===== src/verilog/sms_regs.svh =====
// Constants for the sensor matrix scanner.
// Assumes inclusion by the scanner package and design file only.
`ifndef SMS_REGS_SVH
`define SMS_REGS_SVH
`define SMS_COLS 8
`define SMS_ROWS 8
`define SMS_SCAN_FIRST 8'h80
`define SMS_MASK_MSB 7
`define SMS_COL_LAST 3'h7
`define SMS_COL_FIRST 3'h0
`define SMS_SENSE_A 12
`define SMS_SENSE_B 23
`define SMS_SENSE_C 34
`define SMS_SENSE_D 45
`define SMS_SENSE_E 56
`endif


===== src/verilog/sms_pkg.sv =====
// Types for the sensor matrix scanner.
// Assumes sms_regs.svh is on the include path.
`include "sms_regs.svh"
package sms_pkg;
   typedef enum logic [1:0] {sms_idle, sms_drive, sms_settle,
                             sms_capture} sms_state_t;
   // Column drive variants, all registered together
   typedef struct packed {
      logic [`SMS_COLS-1:0] scan_hi;
      logic [`SMS_COLS-1:0] scan_lo_n;
      logic [2:0] col_addr;
   } sms_scan_t;
   typedef struct packed {
      logic done;
      logic actuator;
      logic busy;
   } sms_status_t;
endpackage : sms_pkg


===== src/verilog/sms_scanner.sv =====
// Sensor matrix scanner: drives columns, captures rows, keeps two maps.
// Assumes row_return_port_in is asynchronous to clock_in (pins).
`timescale 1ns/1ps
`default_nettype none
`include "sms_regs.svh"
module sms_scanner (
   // Clock, reset, enable
   input wire logic clock_in,
   input wire logic rst_n_in,
   input wire logic clk_en_in,
   // Control
   input wire logic start_in,
   output logic done_out,
   output logic busy_out,
   // Matrix
   output sms_pkg::sms_scan_t column_scan_port_out,
   input wire logic [`SMS_ROWS-1:0] row_return_port_in,
   // Maps and results
   output logic [`SMS_COLS*`SMS_ROWS-1:0] current_map_out,
   output logic [`SMS_COLS*`SMS_ROWS-1:0] previous_map_out,
   output logic [`SMS_COLS*`SMS_ROWS-1:0] change_map_out,
   output logic actuator_output
);
   import sms_pkg::*;

   localparam int NB = `SMS_COLS*`SMS_ROWS;

   // Two-stage sync of row pins; only stage two is read
   logic [`SMS_ROWS-1:0] row_s1_q, row_s2_q;
   always_ff @(posedge clock_in) begin
      if (!rst_n_in) begin
         row_s1_q <= '0;
         row_s2_q <= '0;
      end else if (clk_en_in) begin
         row_s1_q <= row_return_port_in;
         row_s2_q <= row_s1_q;
      end
   end

   function automatic logic [2:0] mask_to_addr(input logic [7:0] m);
      logic [2:0] a;
      a = '0;
      for (int i = 0; i < `SMS_COLS; i++)
         if (m[i]) a = 3'(`SMS_COL_LAST - 3'(i));
      return a;
   endfunction

   sms_state_t state_q, state_d;
   logic [7:0] mask_q, mask_d;
   logic [2:0] col_q, col_d;
   logic [7:0] cur_q [`SMS_COLS];
   logic [7:0] prv_q [`SMS_COLS];
   logic [7:0] cur_d [`SMS_COLS];
   logic [7:0] prv_d [`SMS_COLS];
   sms_scan_t scan_q, scan_d;
   sms_status_t stat_q, stat_d;
   logic [NB-1:0] cur_flat_q, cur_flat_d, prv_flat_q, prv_flat_d;
   logic [NB-1:0] chg_q, chg_d;

   always_comb begin
      state_d = state_q;
      mask_d = mask_q;
      col_d = col_q;
      cur_d = cur_q;
      prv_d = prv_q;
      stat_d = '{done: 1'b0, actuator: stat_q.actuator,
                 busy: stat_q.busy};
      unique case (state_q)
         sms_idle: begin
            if (start_in) begin
               mask_d = `SMS_SCAN_FIRST;
               col_d = `SMS_COL_FIRST;
               state_d = sms_drive;
               stat_d.busy = 1'b1;
            end
         end
         // Pins first show the new column at the edge after drive and
         // need two sync stages more, so each column dwells 3 cycles
         sms_drive: state_d = sms_settle;
         sms_settle: state_d = sms_capture;
         sms_capture: begin
            // Stage two now holds pins sampled a cycle after drive
            cur_d[col_q] = row_s2_q;
            prv_d[col_q] = cur_q[col_q];
            mask_d = {mask_q[0], mask_q[7:1]};
            col_d = 3'(col_q + 3'h1);
            if (mask_d[`SMS_MASK_MSB]) begin
               state_d = sms_idle;
               stat_d.done = 1'b1;
               stat_d.busy = 1'b0;
            end else begin
               state_d = sms_drive;
            end
         end
      endcase
      for (int c = 0; c < `SMS_COLS; c++) begin
         cur_flat_d[c*`SMS_ROWS +: `SMS_ROWS] = cur_d[c];
         prv_flat_d[c*`SMS_ROWS +: `SMS_ROWS] = prv_d[c];
      end
      chg_d = cur_flat_d ^ prv_flat_d;
      stat_d.actuator = cur_flat_d[`SMS_SENSE_A] &
                        cur_flat_d[`SMS_SENSE_B] &
                        cur_flat_d[`SMS_SENSE_C] &
                        !cur_flat_d[`SMS_SENSE_D] &
                        !cur_flat_d[`SMS_SENSE_E];
      // Columns idle (all off) between passes
      if (state_d == sms_idle) begin
         scan_d.scan_hi = '0;
         scan_d.scan_lo_n = '1;
      end else begin
         scan_d.scan_hi = mask_d;
         scan_d.scan_lo_n = ~mask_d;
      end
      scan_d.col_addr = mask_to_addr(mask_d);
   end

   always_ff @(posedge clock_in) begin
      if (!rst_n_in) begin
         state_q <= sms_idle;
         mask_q <= `SMS_SCAN_FIRST;
         col_q <= `SMS_COL_FIRST;
         scan_q <= '{scan_hi: '0, scan_lo_n: '1, col_addr: '0};
         stat_q <= '0;
         cur_flat_q <= '0;
         prv_flat_q <= '0;
         chg_q <= '0;
         for (int c = 0; c < `SMS_COLS; c++) begin
            cur_q[c] <= '0;
            prv_q[c] <= '0;
         end
      end else if (clk_en_in) begin
         state_q <= state_d;
         mask_q <= mask_d;
         col_q <= col_d;
         scan_q <= scan_d;
         stat_q <= stat_d;
         cur_flat_q <= cur_flat_d;
         prv_flat_q <= prv_flat_d;
         chg_q <= chg_d;
         cur_q <= cur_d;
         prv_q <= prv_d;
      end
   end

   assign column_scan_port_out = scan_q;
   assign done_out = stat_q.done;
   assign busy_out = stat_q.busy;
   assign current_map_out = cur_flat_q;
   assign previous_map_out = prv_flat_q;
   assign change_map_out = chg_q;
   assign actuator_output = stat_q.actuator;

   a_scan_onehot: assert property (@(posedge clock_in)
      disable iff (!rst_n_in)
      busy_out |-> $onehot(column_scan_port_out.scan_hi))
      else $error("scan enables not one-hot while busy");
   a_idle_off: assert property (@(posedge clock_in)
      disable iff (!rst_n_in)
      !busy_out |-> column_scan_port_out.scan_hi == '0)
      else $error("column enabled while not busy");
   a_scan_lo_inv: assert property (@(posedge clock_in)
      disable iff (!rst_n_in)
      column_scan_port_out.scan_lo_n == ~column_scan_port_out.scan_hi)
      else $error("active-low enables not inverse of scan");
   a_scan_first: assert property (@(posedge clock_in)
      disable iff (!rst_n_in)
      (clk_en_in && state_q == sms_idle && start_in)
      |=> column_scan_port_out.scan_hi == `SMS_SCAN_FIRST)
      else $error("first column not msb");
   // Mask one cycle back: by the next edge mask_q has moved on
   a_scan_rotate: assert property (@(posedge clock_in)
      disable iff (!rst_n_in)
      (clk_en_in && state_q == sms_capture && !stat_d.done)
      |=> column_scan_port_out.scan_hi ==
          $past({mask_q[0], mask_q[7:1]}))
      else $error("scan did not rotate right");
   a_col_dwell: assert property (@(posedge clock_in)
      disable iff (!rst_n_in)
      (clk_en_in && busy_out && state_q != sms_capture)
      |=> $stable(column_scan_port_out.scan_hi))
      else $error("column changed before capture");
   a_addr_match: assert property (@(posedge clock_in)
      disable iff (!rst_n_in)
      busy_out |-> column_scan_port_out.scan_hi[`SMS_COLS-1 -
         int'(column_scan_port_out.col_addr)])
      else $error("column address disagrees with enables");
   a_store_prev: assert property (@(posedge clock_in)
      disable iff (!rst_n_in)
      (clk_en_in && state_q == sms_capture)
      |=> cur_q[$past(col_q)] == $past(row_s2_q) &&
          prv_q[$past(col_q)] == $past(cur_q[col_q]))
      else $error("map store wrong");
   a_done_pulse: assert property (@(posedge clock_in)
      disable iff (!rst_n_in)
      (done_out && clk_en_in) |=> !done_out)
      else $error("done longer than one cycle");
   a_pass_len: assert property (@(posedge clock_in)
      disable iff (!rst_n_in)
      (clk_en_in && state_q == sms_capture && col_q == `SMS_COL_LAST)
      |=> done_out)
      else $error("pass did not end after eighth column");
   a_actuator: assert property (@(posedge clock_in)
      disable iff (!rst_n_in)
      actuator_output == (current_map_out[`SMS_SENSE_A] &
         current_map_out[`SMS_SENSE_B] & current_map_out[`SMS_SENSE_C] &
         !current_map_out[`SMS_SENSE_D] & !current_map_out[`SMS_SENSE_E]))
      else $error("actuator mismatch");
   a_change_map: assert property (@(posedge clock_in)
      disable iff (!rst_n_in)
      change_map_out == (current_map_out ^ previous_map_out))
      else $error("change map mismatch");
   a_freeze_hold: assert property (@(posedge clock_in)
      disable iff (!rst_n_in)
      !clk_en_in |=> $stable(column_scan_port_out) &&
         $stable(current_map_out) && $stable(done_out))
      else $error("state moved while clock enable low");
endmodule // sms_scanner
`default_nettype wire

===== config.mk =====
export PLATFORM = sky130hd
export DESIGN_NAME = sms_scanner
export DESIGN_NICKNAME = d
export VERILOG_FILES = /design/src/verilog/sms_pkg.sv /design/src/verilog/sms_scanner.sv
export VERILOG_INCLUDE_DIRS = /design/src /design/src/verilog
export SDC_FILE = /design/constraint.sdc
export NUM_CORES = 1
export LEC_CHECK = 0
export BUFFER_PORTS_ARGS = -buffer_cell sky130_fd_sc_hd__clkbuf_2
export CAP_MARGIN = 20
export CORE_ASPECT_RATIO = 2
export CORE_MARGIN = 3
export CORE_UTILIZATION = 55
export DETAILED_ROUTE_END_ITERATION = 7
export GPL_TIMING_DRIVEN = 0
export PLACE_DENSITY = 0.85
export SYNTH_ARGS = -nofsm -noshare
export SYNTH_HDL_FRONTEND = slang
export SYNTH_SLANG_ARGS = --single-unit
export TNS_END_PERCENT = 20

===== constraint.sdc =====
create_clock -name clock_in -period 2.5 [get_ports clock_in]
set_clock_uncertainty 0.1 [all_clocks]
set_input_delay 0.5 -clock clock_in [delete_from_list [all_inputs] [get_ports clock_in]]
set_output_delay 0.5 -clock clock_in [all_outputs]
set_load 0.01 [all_outputs]

## Word level (Yosys, flattened, before mapping)

Cells that the tools add are included.

- Add/subtract/negate cells: 1
- $lt $le $gt $ge: 2
- Eq/ne operators: 5
- Muxes and demuxes: 30
- Bitwise logic cells: 7
- Reduce and logical (&&, ||, !) cells: 8

Operators by type and width:

| cell | number |
|---|---|
| bitwise mux 64 bit | 2 |
| 2-to-1 mux 64 bit | 2 |
| XOR 64 bit | 1 |
| 2-to-1 mux 8 bit | 4 |
| 2-to-1 mux 3 bit | 9 |
| binary-select mux 8 bit (select 3 bit) | 1 |
| demux 8 bit (select 3 bit) | 1 |
| 2-to-1 mux 16 bit | 1 |
| one-hot mux 8 bit (2 select lines) | 1 |
| NOT 8 bit | 1 |
| one-hot mux 2 bit (4 select lines) | 1 |
| one-hot mux 3 bit (2 select lines) | 1 |
| 2-to-1 mux 1 bit | 5 |
| bitwise AND 1 bit | 4 |
| == test 2 bit (second input constant) | 2 |
| >= comparator 4 bit (second input constant) | 1 |
| zero test 2 bit | 2 |
| < comparator 4 x 1 -> 1 bit (second input constant) | 1 |
| inequality test 2 bit (second input constant) | 2 |
| NOT 3 -> 4 bit | 1 |
| AND reduction 4 bit | 1 |
| adder 3 x 1 -> 3 bit (second input constant) | 1 |
| AND reduction 3 bit | 1 |
| == test 2 x 1 -> 1 bit (second input constant) | 1 |
| other kinds (5) | 6 |

- Register bits after elaboration: 371
- Output and inout port bits: 214

## Depth between registers and ports, before layout

Gate-level depths: netlist of the first run.

- Word-level depth: 11
- Gate-level depth with buffers: 8

## Worst setup path after synthesis of the first run

Ideal clock, no wire load.

- Path type: register -> register
- From: reg state_q[0]
- To: reg scan_q, in the netlist column_scan_port_out[2]
- Setup time: 0.060 ns
- Arrival time: 1.797 ns
- Slack: 0.543 ns
- Cell stages (with the launch flop): 7
- Path buffers: 0
- Period minus slack after synthesis: 1.957 ns
- Cell sequence: dfxtp_1 -> inv_1 -> ha_1 -> or3_4 -> a221o_1 -> o31ai_1 -> and3_1

- Cells in the longest elaborated chain, start to end: 10
- Elaborated cells between the ends (all ways): 11
- Those cells by class: eq/ne (1); mux (9); reduce/logical (1)

RTL lines:

| item | RTL line | RTL |
|---|---|---|
| start: declaration | sms_scanner.sv:48 | `sms_state_t state_q, state_d;` |
| start signal: assignment | sms_scanner.sv:119 | `state_q <= sms_idle;` |
| start signal: assignment | sms_scanner.sv:132 | `state_q <= state_d;` |
| == test 2 bit / zero test 2 bit (equally long branches) | sms_scanner.sv:68 | `unique case (state_q)` |
| one-hot mux 8 bit (2 select lines) * | sms_scanner.sv:68 |  |
| 2-to-1 mux 3 bit (7 in a row) | sms_scanner.sv:44 | `` if (m[i]) a = 3'(`SMS_COL_LAST - 3'(i)); `` |
| 2-to-1 mux 3 bit * | sms_scanner.sv:44 |  |
| end signal: assignment | sms_scanner.sv:122 | `scan_q <= '{scan_hi: '0, scan_lo_n: '1, col_addr: '0};` |
| end signal: assignment | sms_scanner.sv:135 | `scan_q <= scan_d;` |
| end: declaration | sms_scanner.sv:55 | `sms_scan_t scan_q, scan_d;` |

Every way passes the cells marked *; elsewhere a longest branch is shown, timed or not.
A chain may end at the register's enable or synchronous reset.

## Final worst setup path of the first run

- From: reg col_q[2]
- To: reg chg_q[29], in the netlist change_map_out[29]

- Cells in the longest elaborated chain, start to end: 8
- Elaborated cells between the ends (all ways): 14
- Those cells by class: order compare (2); mux (9); bitwise (2); reduce/logical (1)

RTL lines:

| item | RTL line | RTL |
|---|---|---|
| start: declaration | sms_scanner.sv:50 | `logic [2:0] col_q, col_d;` |
| start signal: assignment | sms_scanner.sv:121 | `` col_q <= `SMS_COL_FIRST; `` |
| start signal: assignment | sms_scanner.sv:134 | `col_q <= col_d;` |
| NOT 3 -> 4 bit (not written as such) * | sms_scanner.sv:83, sms_scanner.sv:84 |  |
| >= comparator 4 bit (not written as such) / < comparator 4 x 1 -> 1 bit (equally long branches) | sms_scanner.sv:83, sms_scanner.sv:84 |  |
| logical AND 1 bit (not written as such) | sms_scanner.sv:83, sms_scanner.sv:84 |  |
| 2-to-1 mux 8 bit (not written as such) | sms_scanner.sv:83, sms_scanner.sv:84 |  |
| demux 8 bit (select 3 bit) | sms_scanner.sv:83, sms_scanner.sv:84 |  |
| bitwise mux 64 bit, on equally long branches | sms_scanner.sv:83, sms_scanner.sv:84 |  |
| 2-to-1 mux 64 bit | sms_scanner.sv:68 |  |
| XOR 64 bit * | sms_scanner.sv:100 | `chg_d = cur_flat_d ^ prv_flat_d;` |
| end signal: assignment | sms_scanner.sv:139 | `chg_q <= chg_d;` |
| end: declaration | sms_scanner.sv:58 | `logic [NB-1:0] chg_q, chg_d;` |

Every way passes the cells marked *; elsewhere a longest branch is shown, timed or not. The select of a mux whose other input is x is not followed.

==> results of run 1 <==
-- timing repair --
action / in CTS / in global routing
resized for setup: 0 / 2
endpoints found under the setup margin: 0 / 29
buffers inserted: 0 / 0
hold endpoints to repair: 0 / 0
-- through the flow --
step,hold WS (ps),setup WS [ps]
after floorplan,370,543
after global placement,337,114
after detailed placement,346,35.3
after CTS,159,41.7
after global routing,180,-6.57
final,162,70.2
-- layout make-up --
cell class | count | area [um^2] | share of cell area [%]
Clock buffer | 25 | 551 | 4.33
Multi-Input combinational cell | 810 | 5330 | 41.9
Timing Repair Buffer | 225 | 1130 | 8.85
Inverter | 11 | 41.3 | 0.324
Buffer | 77 | 398 | 3.13
Clock inverter | 7 | 91.3 | 0.718
Tap cell | 255 | 319 | 2.51
Sequential cell | 243 | 4860 | 38.2
-- logic make-up after synthesis --
logic type / synth area share, %
AOI/OAI and AO/OA: 23.2
and+or+nand+nor: 11.5
DFF: 45.8
buffers and inverters: 4.17
xor gates and xnor gates: 7.25
muxes: 7.73
adders and majority gates: 0.353
-- worst max-delay path: stages (launching register included) --
cell     delay [ps]
dfxtp_1         360
buf_6           190
buf_8           170
mux2i_1         510
mux2i_2         210
xnor2_1         550
o21ai_0         180
-- flip-flops by register name, summed over array words and instances, names as in the netlist --
name	cells
previous_map_out	7
change_map_out	64
state_q	2
mask_q	8
row_s1_q	8
col_q	3
busy_out	1
actuator_output	1
current_map_out	7
done_out	1
prv_q	57
row_s2_q	8
cur_q	57
column_scan_port_out	19
-- synthesized netlist by cell type, drive strengths merged, types with 2 or more instances --
library cell	n	area, um^2
nand4	3	18.8
nand2b	6	37.5
and3	3	18.8
a221o	2	20.0
nand3	12	72.6
o21ba	3	30.0
nor2	21	109
o211ai	2	15.0
o21ai	155	779
clkbuf	35	131
and2	4	25.0
a31oi	3	18.8
nand2	171	652
o31ai	2	15.0
inv	11	41.3
a22o	4	35.0
xnor2	16	140
nor2b	34	213
a21boi	68	510
a211oi	3	22.5
or3	2	17.5
a32oi	10	87.6
o21a	10	75.1
a22oi	59	443
ha	3	37.5
xor2	72	631
dfxtp	243	4860
a21oi	72	360
a222oi	2	20.0
buf	43	270
mux2i	48	619
mux4	8	188
or2	2	12.5
-- final timing paths --
check | from | end | slack, ps | cells past startpoint
max reg2reg | col_q[2] | change_map_out[29] | 70 | 6
max | col_q[2] | change_map_out[29] | 70 | 6
min | row_return_port_in[4] | row_s1_q[4] | 160 | 3
min reg2reg | column_scan_port_out[13] | column_scan_port_out[13] | 360 | 1
-- power groups by stage --
stage	Clock [mW]	Sequential, mW	Combinational [mW]
after global routing	3.36	3.94	0.413
after floorplan	0	4.02	0.221
after global placement	0	4.02	0.372
final	3.20	3.94	0.388
after detailed placement	0	4.03	0.375
after CTS	3.21	3.94	0.378
-- per-layer routing --
layer / global-route usage [%] / up-vias
met3: 5.92 / 213
met5: 0 / -
met2: 62.3 / 658
met4: 27.8 / 0
li1: - / 4509
met1: 38.0 / 4782
==> results.md, run 1 <==
* Cells after Synth at between 1000 and 1500
* Vias per cell at a little over 6
* Avg Cell Area, Syn at 9.31 um^2
* CTS tree: yes
* Row count at 71
* Total core area at 18900 um^2
* CP Class: flip-flop to flip-flop
* VDD IR max at 0.561 mV
* Sw frac at roughly 23%
* Share of cells above drive strength 1 at 24.4%
* Setup TNS Final at 0 ps
* Top_reg_cell synth: dfxtp_1
* Area growth syn-to-layout at 19.7%
* PwrDens at 591 nW/um^2
* Seq pwr share at 52.3%
* Commonest non-fill, non-tap cell in the layout: dfxtp_1
* Clock power share at around 43%
* Setup-failing EPs final at 0
* Critical path startpoint category: flip-flop
* TritonCTS buffer count at 21
* DIE HEIGHT at between 200 and 250 um
* CTS Root Cell: clkbuf_16
* Register area share after synthesis at 45.8%
* Initial core utilization at 56.2%
* Comb power frac at 5.2%
* Post-Place Cells at 1622
* Crit. End Element: flip-flop
* Overall track demand over capacity in global routing at 35.8%
* Hold Path Class: input port to flip-flop
* Final Hold Vio Count at 0
* Filler cells at 1601
* Post-synth EDFFs at 0
* Wire length on met2 at around 19000 um
* Fmax at 412 MHz
* Wire length per cell at 23.6 um
* Final Power at 7.53 mW
* First-pass GRT wire length at ~60000 um
* Hold buffer count at CTS at 0
* Cell internal pwr at between 5 and 6 mW
* Worst slew margin at roughly a third
* Port bufs at 225
* Overall via count from detail_route at 10200
* Initial antenna violation count at 0
* YS warnings at 0
* Largest net degree at the start of global routing at 16
* Post-synth ARST share at 0%
* Maxcap violations at 0
* DRC viols at 0
* Reg clk slew, reported paths at 70 ps
* Yosys cell types at 59
* Worst-Margin Slew at 958 ps
* Fin cells at about 1700
* Clk buf depth at 3
* Most frequent cells in the layout: 243 x dfxtp_1, 225 x clkbuf_2, 169 x nand2_1
* ANT cells at 0
* CTS H-Tree Depth at 1
* FF+latch count, synth at roughly 240
* Met3 WL at 3300 um
* DRT Pass-1 Iters at 5
* Worst Path Max Fanout at 10
* Clk sinks at 243
* Final Critical Period at approximately 2400 ps
* Core Util, Final at between 60 and 70%
* Uppermost layer routed: met4
* Die Wd at 104 um
* Status: completed
* NumNets Final at 1404
* Vias in the first global route at 9828
* WL met1 at about 13000 um
* DPL Wire Length at ~30000 um
* CP arrival at between 2000 and 3000 ps
* Overall routed net length at 39000 um
* Total gr overflow at 0
* P_sw at 1.73 mW
* Clk_lat worst skew at 520 ps
* Fin area at 12700 um^2
* Synthesized cell area at 10600 um^2
* Antenna Violating Nets Remaining at 0
* Worst EP required at between 2000 and 3000 ps
* Synthesized Nets at between 1000 and 1500
* Fin crit share at 97.2%
* Slew Limit Fails at 0
* Post-DP Area at around 12000 um^2
* Pleak at 5.38 nW
* Die ar. at 21100 um^2
* I/O pins at 226
* DRT iter0 DRCs at 923
* Routability cong. at between 1 and 1.5
Note: power is estimated with default switching activity, not from simulation.
==> inputs of run 2 (changes only) <==
--- a/config.mk
+++ b/config.mk
@@ -10,10 +10,10 @@
 export CAP_MARGIN = 20
 export CORE_ASPECT_RATIO = 2
 export CORE_MARGIN = 3
-export CORE_UTILIZATION = 55
+export CORE_UTILIZATION = 30
 export DETAILED_ROUTE_END_ITERATION = 7
 export GPL_TIMING_DRIVEN = 0
-export PLACE_DENSITY = 0.85
+export PLACE_DENSITY = 0.54
 export SYNTH_ARGS = -nofsm -noshare
 export SYNTH_HDL_FRONTEND = slang
 export SYNTH_SLANG_ARGS = --single-unit
==> run 2 against run 1 <==
Clock-buffer cell count grew 7. Critical path depth is the same. Core utilization shrank 29 points. Cell count grew 12%. Flip-flop and latch count is the same. Non-clock buffer count is the same. Clock power grew 13%. Register-to-register slack lost 30 ps. Design area grew 2.9%. Die area grew 79%. Total power grew 5.7%. Combinational power grew 4%.
==> results.md, run 2 (same netlist as run 1, synthesis figures left out) <==
* Final Power at 7.95 mW (+5.7%)
* Port bufs at 225 (unchanged)
* Overall via count from detail_route at 9825 (-3.3%)
* RSZ-0062 raised after global routing: yes
* Hold Path Class: input port to flip-flop
* R2r setup slk at 40 ps (-30 ps)
* Reg clk slew, reported paths at 70 ps (about the same)
* Pleak at 5.44 nW (+1.1%)
* DRT Pass-1 Iters at 5 (unchanged)
* Worst slew margin at 28.8% (-6.5 points)
* Largest net degree at the start of global routing at 20 (+4)
* Total core area at 34600 um^2 (+83%)
* Die ar. at 37900 um^2 (+79%)
* Clk_lat worst skew at 550 ps (+30 ps)
* TritonCTS buffer count at 23 (+9.5%)
* Multi-input logic area at 5360 um^2 (+0.47%)
* RR Endpoint: prv_q[12]
* CP arrival at 2760 ps (+70 ps)
* Slew Limit Fails at 0 (unchanged)
* Fmax at 406 MHz (-1.4%)
* Largest register FFs at 64 (unchanged)
* Row count at 96 (+35%)
* DIE HEIGHT at 272 um (+34%)
* Area growth syn-to-layout at 23.2%
* Share of cells above drive strength 1 at 25.0% (+0.61 points)
* Worst-case hold slack at 135 ps (-27.3 ps)
* Overall routed net length at 45500 um (+17%)
* Worst EP required at 2790 ps (+30 ps)
* Critical path cell sequence: buf_6 > buf_8 > mux2i_1 > mux2i_2 > mux2i_4 > a21oi_1
* CTS tree: yes
* Fin crit share at 98.5% (+1.4 points)
* Worst-Margin Slew at 1050 ps (+95.9 ps)
* CTS H-Tree Depth at 1 (unchanged)
* R2R Path Start: col_q[2]
* Critical path startpoint category: flip-flop
* NumNets Final at 1406 (+0.14%)
* CP peak stage delay at 550 ps (about the same)
* Commonest non-fill, non-tap cell in the layout: dfxtp_1
* Clk sinks at 243 (unchanged)
* Hold path endpoint: row_s1_q[4]
* Setup-failing EPs final at 0 (unchanged)
* Maxcap violations at 0 (unchanged)
* Hold_sp: row_return_port_in[4]
* Final Hold Vio Count at 0 (unchanged)
* Overall track demand over capacity in global routing at 23.2% (-13 points)
* CP Class: flip-flop to flip-flop
* ANT cells at 0 (unchanged)
* Worst Path Max Fanout at 10 (unchanged)
* Initial core utilization at 30.7% (-25 points)
* Crit. End Element: flip-flop
* DRC viols at 0 (unchanged)
* Vias in the first global route at 9645 (-1.9%)
* Antenna Violating Nets Remaining at 0 (unchanged)
* Post-place setup slack at -60.6 ps (-96.0 ps)
* Worst Setup SP: col_q[2]
* Post-layout worst setup margin at 36.3 ps (-33.9 ps)
* Crit-path slowest cell: mux2i_4
* CTS Root Cell: clkbuf_16
* Filler cells at 3643 (+130%)
* VDD IR max at 0.407 mV (-28%)
* Status: completed
* Hold path depth at 3 (unchanged)
* DRT iter0 DRCs at 770 (-17%)
* PwrDens at 608 nW/um^2 (+2.7%)
* Post-CTS Setup Inserts at 0 (unchanged)
* Reg area at 4860 um^2 (unchanged)
* Die Wd at 139 um (+33%)
* Final Critical Period at 2460 ps (+33.9 ps)
* Wire length per cell at 24.6 um (+4.4%)
* Initial antenna violation count at 0 (unchanged)
* Total gr overflow at 0 (unchanged)
* First-pass GRT wire length at 66200 um (+13%)
* Worst reg-to-reg path cell count at 6 (unchanged)
* Most frequent cells in the layout: 243 x dfxtp_1, 225 x clkbuf_2, 169 x nand2_1
* Vias per cell at 5.31 (-14%)
* Routability cong. at 0.936 (-7.3%)
* Clk buf depth at 3 (unchanged)
* I/O pins at 226 (unchanged)
* Hold buffer count at CTS at 0 (unchanged)
* DPL Wire Length at 35200 um (+19%)
run 2: cell types whose count changed in the layout (fill, tap and decap cells not counted), moves of 2 or more:
cell       before  now
clkbuf_1       37   40
clkbuf_16      21   23
clkbuf_8        1    3
clkinv_2        3    5
xnor2_1        15   12
xnor2_2         1    4
run 2: power by group:
group          total (mW)  switching [mW]  leakage [nW]  internal (mW)
Sequential           3.94          0.0316          1.96           3.90
Combinational       0.405           0.283          3.11          0.122
Clock                3.61            1.61         0.369           2.01
run 2: area by class of cell:
type                    count  area share [%]
clock buffers              32            4.88
multi-input cells         810            40.9
plain buffers              77            3.04
repair buffers            225            8.60
clock inverters            10           0.841
flip-flops and latches    243            37.2
inverters                  11           0.315
well taps                 441            4.22
run 2: worst max path at each step:
stage	to	slack [ps]
floorplan	column_scan_port_out[2]	540
global placement	change_map_out[11]	-50
detailed placement	change_map_out[35]	-60
CTS	change_map_out[28]	30
global route	prv_q[46]	-3
finish	prv_q[12]	40
run 2: stage by stage:
step                      cells  util (%)  setup TNS [ps]  instance area (um^2)
after floorplan            1142         -               0                 10600
after global placement     1808      35.6            -614                 12300
after detailed placement   1808      35.6            -490                 12300
after CTS                  1849      37.8               0                 13100
after global routing       1849      37.8           -3.25                 13100
final                      1849      37.8               0                 13100
run 2: what timing repair did:
item | CTS | global route
gates resized for setup | 2 | 4
setup endpoints to repair | 24 | 9
cloned | 0 | 0
hold endpoints to repair | 0 | 0
pin swaps | 0 | 0
run 2: routing by layer:
layer,vias up,global-route usage [%],part of all wire [%]
met1,4827,24.6,35
li1,4526,-,-
met4,0,13.0,6.5
met3,108,3.06,4.9
met5,-,0,0
met2,364,43.4,53
run 2: critical path: cells and delay by family, from the launching register on:
family          cells  cell delay, ps
compound gates      1             140
buf+inv             2             360
flops               1             380
mux                 3            1340
